## src/common/fcsr_defines.vh

```
`ifndef FCSR_DEFINES_VH
`define FCSR_DEFINES_VH
// command codes
`define FCSR_CMD_WRITE_REG 8'h01
`define FCSR_CMD_ST1_RD    8'h05
`define FCSR_CMD_SUSP_RD   8'h07
`define FCSR_CMD_BOOT_RD   8'h14
`define FCSR_CMD_BOOT_WR   8'h15
`define FCSR_CMD_BANK_RD   8'h16
`define FCSR_CMD_BANK_WR   8'h17
`define FCSR_CMD_ECC_RD    8'h18
`define FCSR_CMD_CLR_ST    8'h30
`define FCSR_CMD_CFG_RD    8'h35
`define FCSR_CMD_BANK_ACC  8'hb9
// status_one field positions
`define FCSR_ST1_ERR       6
`define FCSR_ST1_BP_HI     4
`define FCSR_ST1_BP_LO     2
// config_one field positions
`define FCSR_CFG_VOL       3
`define FCSR_CFG_PTOP      2
`define FCSR_CFG_QUAD      1
`define FCSR_CFG_FRZ       0
// suspend_status field positions
`define FCSR_SUS_ERASE     1
`define FCSR_SUS_PROG      0
// bank_address field positions
`define FCSR_BANK_FOUR     7
`define FCSR_BANK_HIGH     1
// correction_status width of defined bits
`define FCSR_ECC_BITS      3
// reset values
`define FCSR_BP_FACTORY    3'h0
`define FCSR_BP_VOL_RST    3'h7
`define FCSR_QUAD_RST      1'b1
`define FCSR_BOOT_RST      32'h00000000
// boot_at_reset field positions
`define FCSR_BOOT_ADDR_LO  9
`define FCSR_BOOT_DLY_HI   8
`define FCSR_BOOT_DLY_LO   1
`define FCSR_BOOT_EN       0
// set to 1'b1 for the 1 Gb density build
`define FCSR_DENSITY_1GB   1'b0
// byte counts
`define FCSR_BOOT_BYTES    3'h4
`define FCSR_ADDR3_BYTES   3'h3
`define FCSR_ADDR4_BYTES   3'h4
`endif

```

## src/rtl/fcsr_regs.v

```verilog
// Notes on behaviour
// - protect-volatility 0 keeps protect levels; 1 makes them reset to 111.
// - factory state: volatility 0, protect levels 000.
// - volatility is set-only; clearing attempt fails and sets program error.
// - param-sector bit places small sectors at top when 1, bottom when 0.
// - param-sector bit ships 0, set-only; clearing attempt with freeze 0 sets program error.
// - wide-data bit selects 4-bit data width; factory value 1.
// - freeze locks protect levels, param-sector bit and otp space.
// - with freeze 0 all config bits including freeze are writable.
// - freeze is volatile, 0 at power-on, cleared only by power or hardware reset.
// - freeze may be set by the same register write as other config bits.
// - suspend bit 1 shows erase suspended; read-only.
// - suspend bit 0 shows program suspended; read with 07h.
// - boot enable starts boot read after any reset; read 14h, write 15h.
// - boot register bits 31..9 hold the 512-byte aligned start address.
// - boot register bits 8..1 hold start delay cycles, default 00h.
// - three-byte addresses take bank bits above A23 unless four-byte mode.
// - four-byte bit is volatile, cleared by every reset.
// - bank register reached by b9h, 16h, 17h and the register write.
// - 18h plus unit address returns that unit's 8-bit correction status.
// - status bits: 2 check-code error, 1 data corrected, 0 correction off.
`include "fcsr_defines.vh"
module fcsr_regs
(
  input  wire        i_ref_clk,
  input  wire        i_rst,
  input  wire        i_hw_rst_n,
  input  wire        i_soft_reset,
  input  wire        i_sck,
  input  wire        i_cs_n,
  input  wire        i_si,
  input  wire        i_erase_suspended,
  input  wire        i_program_suspended,
  input  wire [2:0]  i_ecc_status,
  output reg         o_so,
  output reg         o_so_oe,
  output reg  [2:0]  o_block_protect_level,
  output reg         o_protect_volatility_select,
  output reg         o_param_sector_top_select,
  output reg         o_quad_mode,
  output reg         o_freeze,
  output reg         o_four_byte_addr_enable,
  output reg  [7:0]  o_bank_bits,
  output reg         o_program_error,
  output reg  [31:0] o_ecc_addr,
  output reg         o_boot_start,
  output reg  [31:0] o_boot_addr,
  output reg  [7:0]  o_boot_delay,
  output reg         o_boot_auto_enable
);
  localparam ST_CMD  = 3'h1;
  localparam ST_DATA = 3'h2;
  localparam ST_IGN  = 3'h4;

  reg  [1:0]  sck_s;
  reg  [1:0]  cs_s;
  reg  [1:0]  si_s;
  reg  [1:0]  hw_s;
  reg         sck_d;
  reg         hw_d;
  reg         por_done;
  reg  [2:0]  st;
  reg  [2:0]  bit_cnt;
  reg  [2:0]  byte_idx;
  reg  [6:0]  in_sh;
  reg  [7:0]  cmd;
  reg  [7:0]  tx_sh;
  reg  [23:0] addr_sh;
  reg  [23:0] boot_sh;
  reg  [31:0] boot_reg;
  reg         bank_acc;
  reg         bank_high_bit;
  reg         ecc_pend;
  reg         ecc_done;
  reg  [2:0]  ecc_stat;

  wire        sck_q   = sck_s[1];
  wire        cs_n_q  = cs_s[1];
  wire        si_q    = si_s[1];
  wire        hw_act  = ~hw_s[1];
  wire        sck_ris = sck_q & ~sck_d & ~cs_n_q;
  wire        sck_fal = ~sck_q & sck_d & ~cs_n_q;
  wire        done    = sck_ris & (bit_cnt == 3'h7);
  wire [7:0]  rx      = {in_sh, si_q};
  wire        rst_evt = hw_act | i_soft_reset;
  wire [2:0]  addr_n  = o_four_byte_addr_enable ? `FCSR_ADDR4_BYTES : `FCSR_ADDR3_BYTES;

  // bank bits that extend a three-byte address
  function [7:0] bank_ext;
    input four;
    input high;
    begin
      bank_ext = four ? 8'h00 : {6'h00, high, 1'b0};
    end
  endfunction

  function [7:0] bank_reg;
    input four;
    input high;
    begin
      bank_reg = {four, 5'h00, high, 1'b0};
    end
  endfunction

  function [7:0] rd_byte;
    input [7:0] c;
    input [2:0] idx;
    begin
      case (c)
        `FCSR_CMD_SUSP_RD:
          rd_byte = {6'h00, i_erase_suspended, i_program_suspended};
        `FCSR_CMD_BOOT_RD:
          case (idx)
            3'h1:    rd_byte = boot_reg[31:24];
            3'h2:    rd_byte = boot_reg[23:16];
            3'h3:    rd_byte = boot_reg[15:8];
            default: rd_byte = boot_reg[7:0];
          endcase
        `FCSR_CMD_BANK_RD:
          rd_byte = bank_reg(o_four_byte_addr_enable, bank_high_bit);
        `FCSR_CMD_ST1_RD:
          rd_byte = {1'b0, o_program_error, 1'b0, o_block_protect_level, 2'h0};
        `FCSR_CMD_CFG_RD:
          rd_byte = {4'h0, o_protect_volatility_select, o_param_sector_top_select,
                     o_quad_mode, o_freeze};
        `FCSR_CMD_ECC_RD:
          rd_byte = {5'h00, ecc_stat};
        default:
          rd_byte = 8'h00;
      endcase
    end
  endfunction

  function is_read;
    input [7:0] c;
    begin
      is_read = (c == `FCSR_CMD_SUSP_RD) | (c == `FCSR_CMD_BOOT_RD) |
                (c == `FCSR_CMD_BANK_RD) | (c == `FCSR_CMD_ST1_RD) |
                (c == `FCSR_CMD_CFG_RD) | (c == `FCSR_CMD_ECC_RD);
    end
  endfunction

  // pins are asynchronous to the reference clock
  always @(posedge i_ref_clk or posedge i_rst)
  begin
    if (i_rst)
    begin
      sck_s <= 2'h0;
      cs_s  <= 2'h3;
      si_s  <= 2'h0;
      hw_s  <= 2'h3;
      sck_d <= 1'b0;
      hw_d  <= 1'b0;
    end
    else
    begin
      sck_s <= {sck_s[0], i_sck};
      cs_s  <= {cs_s[0], i_cs_n};
      si_s  <= {si_s[0], i_si};
      hw_s  <= {hw_s[0], i_hw_rst_n};
      sck_d <= sck_q;
      hw_d  <= hw_act;
    end
  end

  always @(posedge i_ref_clk or posedge i_rst)
  begin
    if (i_rst)
    begin
      st                          <= ST_CMD;
      bit_cnt                     <= 3'h0;
      byte_idx                    <= 3'h0;
      in_sh                       <= 7'h00;
      cmd                         <= 8'h00;
      tx_sh                       <= 8'h00;
      addr_sh                     <= 24'h000000;
      boot_sh                     <= 24'h000000;
      boot_reg                    <= `FCSR_BOOT_RST;
      bank_acc                    <= 1'b0;
      bank_high_bit               <= 1'b0;
      ecc_pend                    <= 1'b0;
      ecc_done                    <= 1'b0;
      ecc_stat                    <= 3'h0;
      por_done                    <= 1'b0;
      o_so                        <= 1'b0;
      o_so_oe                     <= 1'b0;
      o_block_protect_level       <= `FCSR_BP_FACTORY;
      o_protect_volatility_select <= 1'b0;
      o_param_sector_top_select   <= 1'b0;
      o_quad_mode                 <= `FCSR_QUAD_RST;
      o_freeze                    <= 1'b0;
      o_four_byte_addr_enable     <= 1'b0;
      o_bank_bits                 <= 8'h00;
      o_program_error             <= 1'b0;
      o_ecc_addr                  <= 32'h00000000;
      o_boot_start                <= 1'b0;
      o_boot_addr                 <= 32'h00000000;
      o_boot_delay                <= 8'h00;
      o_boot_auto_enable          <= 1'b0;
    end
    else
    begin
      por_done           <= 1'b1;
      // boot read starts as each reset completes
      o_boot_start       <= boot_reg[`FCSR_BOOT_EN] &
                            (~por_done | (hw_d & ~hw_act) | i_soft_reset);
      o_boot_addr        <= {boot_reg[31:`FCSR_BOOT_ADDR_LO], 9'h000};
      o_boot_delay       <= boot_reg[`FCSR_BOOT_DLY_HI:`FCSR_BOOT_DLY_LO];
      o_boot_auto_enable <= boot_reg[`FCSR_BOOT_EN];
      o_bank_bits        <= bank_ext(o_four_byte_addr_enable, bank_high_bit);
      if (rst_evt)
      begin
        st                      <= ST_CMD;
        bit_cnt                 <= 3'h0;
        byte_idx                <= 3'h0;
        bank_acc                <= 1'b0;
        ecc_pend                <= 1'b0;
        o_so_oe                 <= 1'b0;
        o_four_byte_addr_enable <= 1'b0;
        bank_high_bit           <= 1'b0;
        if (o_protect_volatility_select)
          o_block_protect_level <= `FCSR_BP_VOL_RST;
        if (hw_act)
          o_freeze <= 1'b0;
      end
      else if (cs_n_q)
      begin
        st       <= ST_CMD;
        bit_cnt  <= 3'h0;
        byte_idx <= 3'h0;
        ecc_pend <= 1'b0;
        ecc_done <= 1'b0;
        o_so_oe  <= 1'b0;
      end
      else if (ecc_pend)
      begin
        // status fetched one cycle after the address settles
        ecc_pend <= 1'b0;
        ecc_stat <= i_ecc_status;
        tx_sh    <= {5'h00, i_ecc_status};
      end
      else if (sck_fal)
      begin
        o_so    <= tx_sh[7];
        tx_sh   <= {tx_sh[6:0], 1'b0};
        o_so_oe <= st[1] & is_read(cmd) & (cmd != `FCSR_CMD_ECC_RD | ecc_done);
      end
      else if (sck_ris)
      begin
        bit_cnt <= bit_cnt + 3'h1;
        in_sh   <= {in_sh[5:0], si_q};
        if (done)
        begin
          case (st)
            ST_CMD:
            begin
              cmd      <= rx;
              st       <= ST_DATA;
              byte_idx <= 3'h1;
              tx_sh    <= rd_byte(rx, 3'h1);
              if (rx == `FCSR_CMD_BANK_ACC)
                bank_acc <= 1'b1;
              else if (rx != `FCSR_CMD_WRITE_REG)
                bank_acc <= 1'b0;
              if (rx == `FCSR_CMD_CLR_ST)
                o_program_error <= 1'b0;
            end
            ST_DATA:
            begin
              byte_idx <= (byte_idx == `FCSR_BOOT_BYTES) ? 3'h1 : byte_idx + 3'h1;
              tx_sh    <= rd_byte(cmd, (byte_idx == `FCSR_BOOT_BYTES) ? 3'h1 : byte_idx + 3'h1);
              case (cmd)
                `FCSR_CMD_WRITE_REG:
                begin
                  if (byte_idx == 3'h1 && bank_acc)
                  begin
                    bank_acc                <= 1'b0;
                    o_four_byte_addr_enable <= rx[`FCSR_BANK_FOUR];
                    bank_high_bit           <= rx[`FCSR_BANK_HIGH] & `FCSR_DENSITY_1GB;
                    st                      <= ST_IGN;
                  end
                  else if (byte_idx == 3'h1)
                  begin
                    if (!o_freeze)
                      o_block_protect_level <= rx[`FCSR_ST1_BP_HI:`FCSR_ST1_BP_LO];
                  end
                  else
                  begin
                    st <= ST_IGN;
                    if (rx[`FCSR_CFG_VOL])
                      o_protect_volatility_select <= 1'b1;
                    else if (o_protect_volatility_select)
                      o_program_error <= 1'b1;
                    if (!o_freeze)
                    begin
                      if (rx[`FCSR_CFG_PTOP])
                        o_param_sector_top_select <= 1'b1;
                      else if (o_param_sector_top_select)
                        o_program_error <= 1'b1;
                    end
                    o_quad_mode <= rx[`FCSR_CFG_QUAD];
                    o_freeze    <= o_freeze | rx[`FCSR_CFG_FRZ];
                  end
                end
                `FCSR_CMD_BANK_WR:
                begin
                  st                      <= ST_IGN;
                  o_four_byte_addr_enable <= rx[`FCSR_BANK_FOUR];
                  bank_high_bit           <= rx[`FCSR_BANK_HIGH] & `FCSR_DENSITY_1GB;
                end
                `FCSR_CMD_BOOT_WR:
                begin
                  boot_sh <= {boot_sh[15:0], rx};
                  if (byte_idx == `FCSR_BOOT_BYTES)
                  begin
                    st       <= ST_IGN;
                    boot_reg <= {boot_sh, rx};
                  end
                end
                `FCSR_CMD_ECC_RD:
                begin
                  addr_sh <= {addr_sh[15:0], rx};
                  if (!ecc_done && byte_idx == addr_n)
                  begin
                    ecc_done <= 1'b1;
                    ecc_pend <= 1'b1;
                    if (o_four_byte_addr_enable)
                      o_ecc_addr <= {addr_sh, rx};
                    else
                      o_ecc_addr <= {o_bank_bits, addr_sh[15:0], rx};
                  end
                end
                default:
                begin
                  // reads repeat; unknown commands fall through quietly
                  if (!is_read(cmd))
                    st <= ST_IGN;
                end
              endcase
            end
            ST_IGN:
              st <= ST_IGN;
            default:
              st <= ST_CMD;
          endcase
        end
      end
    end
  end
endmodule

```

## config.mk

```make
export PLATFORM = sky130hd
export DESIGN_NAME = fcsr_regs
export DESIGN_NICKNAME = d
export VERILOG_FILES = /design/src/rtl/fcsr_regs.v
export VERILOG_INCLUDE_DIRS = /design/src /design/src/common
export SDC_FILE = /design/constraint.sdc
export NUM_CORES = 1
export LEC_CHECK = 0
export BUFFER_PORTS_ARGS = -buffer_cell sky130_fd_sc_hd__buf_2
export CORE_UTILIZATION = 40
export DETAILED_ROUTE_END_ITERATION = 8
export SLEW_MARGIN = 20
export SYNTH_ARGS = -nofsm -noshare
export SYNTH_HDL_FRONTEND = slang
export SYNTH_SLANG_ARGS = --single-unit
```

## constraint.sdc

```tcl
create_clock -name i_ref_clk -period 5.55 [get_ports i_ref_clk]
set_input_delay 0.2775 -clock i_ref_clk [delete_from_list [all_inputs] [get_ports i_ref_clk]]
set_output_delay 0.2775 -clock i_ref_clk [all_outputs]
set_load 0.03 [all_outputs]
```

==> results.md, run 1 <==
- Vias in the first global route: between 6000 and 7000
- Post-synthesis compound-gate area fraction: about 11%
- Xor and xnor area share after synthesis: less than 1%
- Cell with the most instances after synthesis: dfrtp_1
- Vert. Die Dim: between 150 and 200 um
- CTS Buffer Depth: 3
- Antenna violations before repair: 0
- Met3 routed WL: around 1300 um
- Post-DRT Antenna Nets: 0
- Routed met1 length: roughly 10000 um
- DR WL met2: between 10000 and 15000 um
- Mux contribution to synthesized area: around 15%
- Max FO, Critical Path: 26
- Fin crit period: 3.67 ns
- FFs w/ async S/R, synth: 100%
- Yosys warns: 0
- Gate power share: under 10%
- Register area share after synthesis: 56.3%
- Syn-to-layout area delta: 16.8%
- Final worst slack: roughly 1.9 ns
- Port bufs: slightly below 90
- R2r endpoint: boot_reg[22]
- Critical Path AT: between 4 and 5 ns
- Vias per std cell: roughly 5.5
- CTS Buf Count: 23
- Leak pwr: between 5 and 6 nW
- Hold Crit Depth: 2
- Final RePlAce weighted congestion: roughly 0.90
- Top Metal Used: met4
- Status: complete, no violations
- Largest cells by area after synthesis: dfrtp_1, mux2_2, o21ai_0
- Starting Density: 41.3%
- Largest area contributor in the netlist: dfrtp_1
- Die ar.: between 20000 and 25000 sq um
- I/O pins: ~110
- Die outline width: 153 um
- Slew margin rel.: between 30% and 40%
- Worst-Margin Slew: 1.01 ns
- Sinks on Clock Net: approximately 200
- Net Switching: 0.000762 W
- Post-DP HPWL: 15400 um
- Final setup vio count: 0
- Startpoint Class: flop
- Num rows: 54
- Setup_tns: 0 ns
- Seq pwr share: 45.9%
- CTS tree: done
- Worst hold path startpoint: i_ecc_status[1]
- Critical path endpoint category: flop
- Largest net degree at the start of global routing: 73
- Ys flop type: dfrtp_1
- Number of max-cap violations: 0
- Initial DRT Pass Iterations: 5
- Post-synth EDFFs: 0
- Avg WL per Cell: around 20 um
- Global-route wire length before repair: 36300 um
- Hold WC Path Type: in -> reg
- Cells after Synth: around 750
- FF-to-FF setup slack: around 1.9 ns
- Non-filler cells, final: between 1000 and 1500
- Reg clk slew, reported paths: 0.06 ns
- All-Layer GR Usage: approximately a fifth
- CTS resizes: 0
- Simple logic cell fraction of the synthesized area: a little under an eighth
- Top-area cell type share of the netlist area: 54.6%
- DRC Markers: 0
- Core Footprint: between 20000 and 25000 sq um
- Sw Ratio: 22.3%
- Unique cell type count in the Yosys netlist: between 70 and 80
- Pwr Density: ~320 nW/um^2
- Cell depth of the worst flop-to-flop path: 7
- Seq cells post-synth: between 200 and 250
- Largest family of logic cells by synthesized area: multiplexers
- FF-to-FF Start: ecc_pend
- CTS root buf: clkbuf_16
- Max Transition Viols Final: 0
- Final Skew: 0.0111 ns
- Nets: ~850
- Via count: 6248
- Adder-Cell Fraction of Synth Area: less than 1%
- Dpl cells: between 1000 and 1500
- Period utilization: about two thirds
- Clock Power Share: approximately half
- Critical Path RT: 5.94 ns
- H-tree Lvls: 1
- Hold Crit Endpoint: ecc_stat[1]
- Critical path class: reg -> reg
- Syn Area/Cell: between 10 and 15 sq um
- Placement Cell Area: around 10000 sq um
- Share of cells above drive strength 1: between 30% and 40%
- Post-synth top cells: dfrtp_1, mux2_2, nand2_1, o21ai_0, clkbuf_1
- Inserted Diodes: 0
- Worst vdd ir: approximately 0.17 mV
- Drt total wl: 22400 um
- Cell Int Power: 0.00266 W
- Post-Place Worst Slack: between 1.5 and 2 ns
- Worst skew pair latency: roughly 0.52 ns
- Finished Cell Area: between 10000 and 15000 sq um
- Hold Violations, Final: 0
- Synth Cell Area: slightly above 9000 sq um
- RSZ-0062 raised after global routing: false
- Fmax: 272 MHz
- Violation count after the first detailed-routing iteration: roughly 630
- Grt total ovfl: 0
## critical path, stage by stage, from the launching register on
cell and delay [ns]:
dfrtp_1 0.54, nor4b_2 0.38, nand3b_1 0.60, nor4_4 0.42, buf_4 0.37, and3_1 0.42, buf_4 0.41, mux2_2 0.38
## worst max-delay path by stage
| stage | from | end | slack [ns] |
|---|---|---|---|
| global placement | ecc_pend | boot_reg[26] | 2.05 |
| global route | ecc_pend | boot_reg[20] | 1.68 |
| floorplan | i_rst | addr_sh[0] | 2.62 |
| finish | ecc_pend | boot_reg[22] | 1.88 |
| detailed placement | ecc_pend | boot_reg[12] | 1.93 |
| CTS | ecc_pend | boot_reg[22] | 1.91 |
## final cells by class
cell class | instances | area [sq um]
Sequential cell | 205 | 5140
Fill cell | 2001 | 11400
Clock buffer | 26 | 597
Multi-Input combinational cell | 477 | 3630
Tap cell | 280 | 350
Clock inverter | 15 | 268
Timing Repair Buffer | 103 | 568
Inverter | 26 | 101
## cell usage in the layout (no fill, tap or decap), drive strengths merged, types with 9 or more instances in the layout
master	instances
nor2	26
nand3	16
nor3b	11
clkbuf	26
inv	26
conb	18
buf	98
o21ai	39
o211ai	13
nor4	9
a31oi	9
mux2	112
a21oi	27
nand2	40
nor2b	11
dfrtp	199
nand2b	9
## timing repair
action                                 4_1_cts  5_1_grt
hold buffers                                 5        0
setup buffers                                0        0
endpoints found under the hold margin       36        0
## metal layers
layer	up-vias	global-route usage, %
met5	-	0
met4	0	6.49
met3	45	2.95
met2	231	30.6
met1	3085	28.3
li1	2887	-
## cells by family after synthesis
family,Yosys count
other cells,2
mux,119
simple gates,181
xor+xnor,4
compound gates,150
buf+inv,86
flops,205
fa+ha+maj,5
## metrics by stage
step | power (W) | utilization (%) | hold slack, ns
after global routing | 0.00354 | 48.2 | 0.0350
after CTS | 0.00346 | 48.2 | 0.00418
final | 0.00342 | 48.2 | 0.0190
after detailed placement | 0.00173 | 44.1 | 0.335
after global placement | 0.00173 | 44.1 | 0.336
after floorplan | 0.00168 | - | 0.282
## power groups by stage
stage / Combinational [W] / Sequential [W] / Clock, W
CTS: 0.000138 / 0.00157 / 0.00176
finish: 0.000136 / 0.00157 / 0.00171
floorplan: 0.000127 / 0.00155 / 0
global route: 0.000154 / 0.00157 / 0.00181
global placement: 0.000135 / 0.00160 / 0
detailed placement: 0.000135 / 0.00160 / 0
Power figures use the tool's default switching activity.
==> run 2, diff against run 1 <==
- clock period: 5.55 -> 3.15 ns (I/O delays scaled with it)
==> results.md, run 2 (synthesis gave the netlist of run 1 again) <==
- Worst-Margin Slew: 0.901 ns (-0.114 ns)
- Largest net degree at the start of global routing: 137 (+88%)
- CP dominant cell by count: or3_1
- Pwr Density: 544 nW/um^2 (+69%)
- CTS tree: done
- Critical Path AT: 3.13 ns (-0.93 ns)
- Die outline width: 153 um (unchanged)
- Worst skew pair latency: 0.52 ns (about the same)
- CTS resizes: 0 (unchanged)
- Slew margin rel.: 39.4% (+7.2 points)
- FF-to-FF setup slack: 0.40 ns (-1.47 ns)
- Commonest non-fill, non-tap cell in the layout: dfrtp_1
- CTS Buffer Depth: 3 (unchanged)
- Drt total wl: 23200 um (+3.3%)
- Share of cells above drive strength 1: 32.5% (+0.72 points)
- RSZ-0062 raised after global routing: false
- Vias per std cell: 5.53 (+0.23%)
- Fin crit period: 2.75 ns (-0.925 ns)
- All-Layer GR Usage: 20.1% (+0.46 points)
- Nets: 865 (+1.4%)
- Setup_tns: 0 ns (unchanged)
- Number of setup buffers added after CTS: 0 (unchanged)
- Core Footprint: 22100 sq um (unchanged)
- Cell depth of the worst flop-to-flop path: 5 (-2)
- Post-DRT Antenna Nets: 0 (unchanged)
- Die ar.: 23400 sq um (unchanged)
- Fillers: 2000 (-0.050%)
- Hold Violations, Final: 0 (unchanged)
- Vias in the first global route: 6126 (-1.1%)
- CTS Buf Count: 22 (-4.3%)
- Critical-path cell list: or3b_2 -> or3_1 -> or3_1 -> buf_4 -> mux2_4
- Number of max-cap violations: 0 (unchanged)
- Avg WL per Cell: 20.3 um (+2.2%)
- Fin Hold WS: 0.0177 ns (-0.00129 ns)
- Vert. Die Dim: 153 um (unchanged)
- Sinks on Clock Net: 205 (unchanged)
- Global-route wire length before repair: 36600 um (+0.93%)
- Hold WC Path Type: in -> reg
- Grt total ovfl: 0 (unchanged)
- Final worst slack: 0.404 ns (-1.47 ns)
- Antenna violations before repair: 1 (+1)
- Period utilization: 87.2% (+21 points)
- Port bufs: 87 (unchanged)
- Violation count after the first detailed-routing iteration: 488 (-23%)
- DRC Markers: 0 (unchanged)
- Highest-count cells in the layout ignoring fill and taps: dfrtp_1, mux2_2, buf_2
- Final setup vio count: 0 (unchanged)
- Crit-path max cell delay: 0.57 ns (-0.03 ns)
- Critical Path RT: 3.54 ns (-2.40 ns)
- Reg clk slew, reported paths: 0.06 ns (about the same)
- Final RePlAce weighted congestion: 0.943 (+4.7%)
- Post-DP HPWL: 15600 um (+1.3%)
- Utilization after layout: 48.6% (+0.36 points)
- Worst vdd ir: 0.339 mV (+100%)
- Final Skew: 0.0178 ns (+0.00663 ns)
- I/O pins: 105 (unchanged)
- Hold Crit Depth: 3 (+1)
- Post-Place Worst Slack: 0.420 ns (-1.51 ns)
- Total Power Consumption: 0.00584 W (+71%)
- CTS root buf: clkbuf_16
- Critical path endpoint category: flop
- Fmax: 364 MHz (+34%)
- Status: complete, no violations
- Max FO, Critical Path: 28 (+7.7%)
- Critical path class: reg -> reg
- Starting Density: 41.3% (unchanged)
- Critical Path Slowest Stage Cell: or3b_2
- Max Transition Viols Final: 0 (unchanged)
- Startpoint Class: flop
- Num rows: 54 (unchanged)
- Inserted Diodes: 0 (unchanged)
- H-tree Lvls: 1 (unchanged)
- Syn-to-layout area delta: 17.7%
- Leak pwr: 5.18 nW (+0.69%)
- Initial DRT Pass Iterations: 5 (unchanged)
- Via count: 6329 (+1.3%)
## run 2: cell count changes in the layout (fill, tap and decap cells not counted), sizes merged
cell and delta:
buf +11, bufinv -3, dlygate4sd3 +2, clkinv -3
clkinvlp +2, clkbuf +3
## run 2: routing by layer
| layer | global-route usage [%] | part of all wire [%] | up-vias |
|---|---|---|---|
| met4 | 6.73 | 3.0 | 2 |
| li1 | - | - | 2906 |
| met1 | 29.3 | 47 | 3161 |
| met2 | 30.7 | 45 | 207 |
| met3 | 3.09 | 5.3 | 53 |
| met5 | 0 | 0.060 | - |
## run 2: cell type report
type	instances	area (sq um)	area share, %
sequential	205	5140	47.9
timing repair buffer	116	708	6.60
multi-input combinational	477	3630	33.8
clock buffer	29	627	5.84
inverter	26	101	0.944
clock inverter	11	178	1.66
tap	280	350	3.26
## run 2: final timing paths
path	start	endpoint
max	cmd[1]	addr_sh[12]
min	i_ecc_status[0]	ecc_stat[0]
max reg2reg	cmd[1]	addr_sh[12]
min reg2reg	si_s[0]	si_s[1]
max in group asynchronous	i_rst	st[2]
min in group asynchronous	i_rst	o_ecc_addr[13]
## run 2: worst max-delay path, delay by kind of cell, from the launching register on
| kind | cells | cell delay [ns] |
|---|---|---|
| multiplexers | 1 | 0.33 |
| buffers and inverters | 1 | 0.28 |
| flip-flops | 1 | 0.55 |
| AND/OR/NAND/NOR | 3 | 1.46 |
## run 2: what timing repair did
item                                   4_1_cts  5_1_grt
setup endpoints to repair                    0        0
endpoints found under the hold margin      141        0
hold buffers                                 7        0
## run 2: power breakdown
group          internal [W]  leakage (nW)  switching [W]
clock network       0.00174         0.386        0.00106
registers           0.00267          2.75      0.0000643
logic             0.0000874          2.04       0.000215
total               0.00450          5.18        0.00134
## run 2: per-stage QoR
stage	cell area [sq um]	std cells
3_3_place_gp	9860	1097
3_5_place_dp	9860	1097
4_1_cts	10700	1144
5_1_grt	10700	1144
2_1_floorplan	9180	768
6_report	10700	1144
==> run 3, diff against run 2 <==
- CAP_MARGIN: not set -> 20
- CELL_PAD_IN_SITES_DETAIL_PLACEMENT: not set -> 1
- CELL_PAD_IN_SITES_GLOBAL_PLACEMENT: not set -> 2
- PLACE_DENSITY_LB_ADDON: not set -> 0.1
- clock period: 3.15 -> 3.5 ns (I/O delays scaled with it)
==> results.md, run 3 (synthesis gave the netlist of run 1 again) <==
- Status: complete, no violations
- Critical path endpoint category: flop
- Die ar.: 23400 sq um (unchanged)
- Post-DRT Antenna Nets: 0 (unchanged)
- Global-route wire length before repair: 42100 um (+15%)
- CTS Buffer Depth: 3 (unchanged)
- Avg WL per Cell: 23.1 um (+14%)
- H-tree Lvls: 1 (unchanged)
- Vert. Die Dim: 153 um (unchanged)
- Drt total wl: 26300 um (+14%)
- Fmax: 337 MHz (-7.5%)
- Inserted Diodes: 0 (unchanged)
- Setup_tns: 0 ns (unchanged)
- Commonest non-fill, non-tap cell in the layout: dfrtp_1
- Worst-Margin Slew: 0.904 ns (+0.00310 ns)
- Period utilization: 84.8% (-2.3 points)
- Hold WC Path Type: in -> reg
- Nets: 864 (-0.12%)
- Max FO, Critical Path: 28 (unchanged)
- Share of cells above drive strength 1: 31.6% (-0.97 points)
- Num rows: 54 (unchanged)
- Sinks on Clock Net: 205 (unchanged)
- Violation count after the first detailed-routing iteration: 257 (-47%)
- Slew margin rel.: 38.9% (-0.50 points)
- Leak pwr: 5.13 nW (-0.98%)
- Vias per std cell: 5.62 (+1.6%)
- Worst vdd ir: 0.369 mV (+8.8%)
- Crit-path max cell delay: 0.73 ns (+0.16 ns)
- Final setup vio count: 0 (unchanged)
- RSZ-0062 raised after global routing: false
- Worst skew pair latency: 0.53 ns (about the same)
- Fin Hold WS: 0.0161 ns (-0.00155 ns)
- Port bufs: 87 (unchanged)
- Core Footprint: 22100 sq um (unchanged)
- Antenna violations before repair: 0 (-1)
- Pwr Density: 479 nW/um^2 (-12%)
- CTS tree: done
- DRC Markers: 0 (unchanged)
- CTS root buf: clkbuf_16
- Critical Path AT: 3.36 ns (+0.23 ns)
- Vias in the first global route: 7003 (+14%)
- Hold Violations, Final: 0 (unchanged)
- Die outline width: 153 um (unchanged)
- Final RePlAce weighted congestion: 0.855 (-9.3%)
- Startpoint Class: flop
- Fin crit period: 2.97 ns (+0.224 ns)
- Largest net degree at the start of global routing: 137 (unchanged)
- Critical Path Slowest Stage Cell: or4b_1
- Utilization after layout: 48.2% (-0.37 points)
- Post-DP HPWL: 18400 um (+18%)
- Via count: 6422 (+1.5%)
- Syn-to-layout area delta: 16.8%
- Reg clk slew, reported paths: 0.05 ns (about the same)
- Number of max-cap violations: 0 (unchanged)
- Final Skew: 0.0197 ns (+0.00192 ns)
- Starting Density: 41.3% (unchanged)
- All-Layer GR Usage: 23.3% (+3.2 points)
- Max Transition Viols Final: 0 (unchanged)
- Critical path class: reg -> reg
- Critical Path RT: 3.89 ns (+0.35 ns)
- CP dominant cell by count: or3_1
- Critical-path cell list: or4b_1 -> or3_1 -> or3_1 -> buf_4 -> mux2_4
- I/O pins: 105 (unchanged)
- Initial DRT Pass Iterations: 5 (unchanged)
- Grt total ovfl: 0 (unchanged)
- CTS Buf Count: 24 (+9.1%)
- Highest-count cells in the layout ignoring fill and taps: dfrtp_1, mux2_2, buf_2
- CTS resizes: 0 (unchanged)
run 3: changes by cell type in the layout (fill, tap and decap cells not counted), sizes merged:
cell / before / now
buf: 109 / 106
bufinv: 4 / 1
clkbuf: 29 / 36
clkinv: 3 / 1
inv: 26 / 25
run 3: final timing paths:
path	to	cells past startpoint	startpoint	slack, ns
worst max-delay path	addr_sh[15]	5	cmd[5]	0.53
worst min-delay path	o_boot_start	3	i_soft_reset	0.02
worst max register to register	addr_sh[15]	5	cmd[5]	0.53
worst min register to register	sck_s[1]	0	sck_s[0]	0.35
max in group asynchronous	boot_reg[0]	4	i_rst	2.42
min in group asynchronous	o_boot_addr[13]	4	i_rst	0.40
run 3: layout make-up:
cell class,instances,area (sq um)
inverters,26,101
clock inverters,5,68.8
repair buffers,113,686
clock buffers,36,676
multi-input cells,477,3630
fillers,2339,11400
flip-flops and latches,205,5140
well taps,280,350
run 3: per-layer routing:
metal	vias to the layer above	share of wire (%)	GRT usage, %
met2	150	47	38.1
met3	47	3.6	3.23
met1	3341	46	32.5
li1	2884	-	-
met5	-	0	0
met4	0	2.5	6.25
run 3: what timing repair did:
action                    4_1_cts  5_1_grt
setup buffers                   0        0
hold buffers                    7        0
hold endpoints to repair      153        0
run 3: power by group:
part / switching, W / internal, W
registers: 0.0000549 / 0.00240
clock network: 0.000967 / 0.00140
logic: 0.000193 / 0.0000744
total: 0.00122 / 0.00388
run 3: per-stage QoR:
step	area [sq um]	total power, W	std cells	setup slack [ns]
after floorplan	9180	0.00267	768	0.672
after global placement	9830	0.00276	1094	0.529
after detailed placement	9830	0.00277	1094	0.560
after CTS	10600	0.00516	1142	0.542
after global routing	10600	0.00527	1142	0.450
final	10600	0.00510	1142	0.530
run 3: critical path, delay by kind of cell, from the launching register on:
kind | cells | cell delay (ns)
buffers and inverters | 1 | 0.28
DFF | 1 | 0.46
muxes | 1 | 0.34
and+or+nand+nor | 3 | 1.75
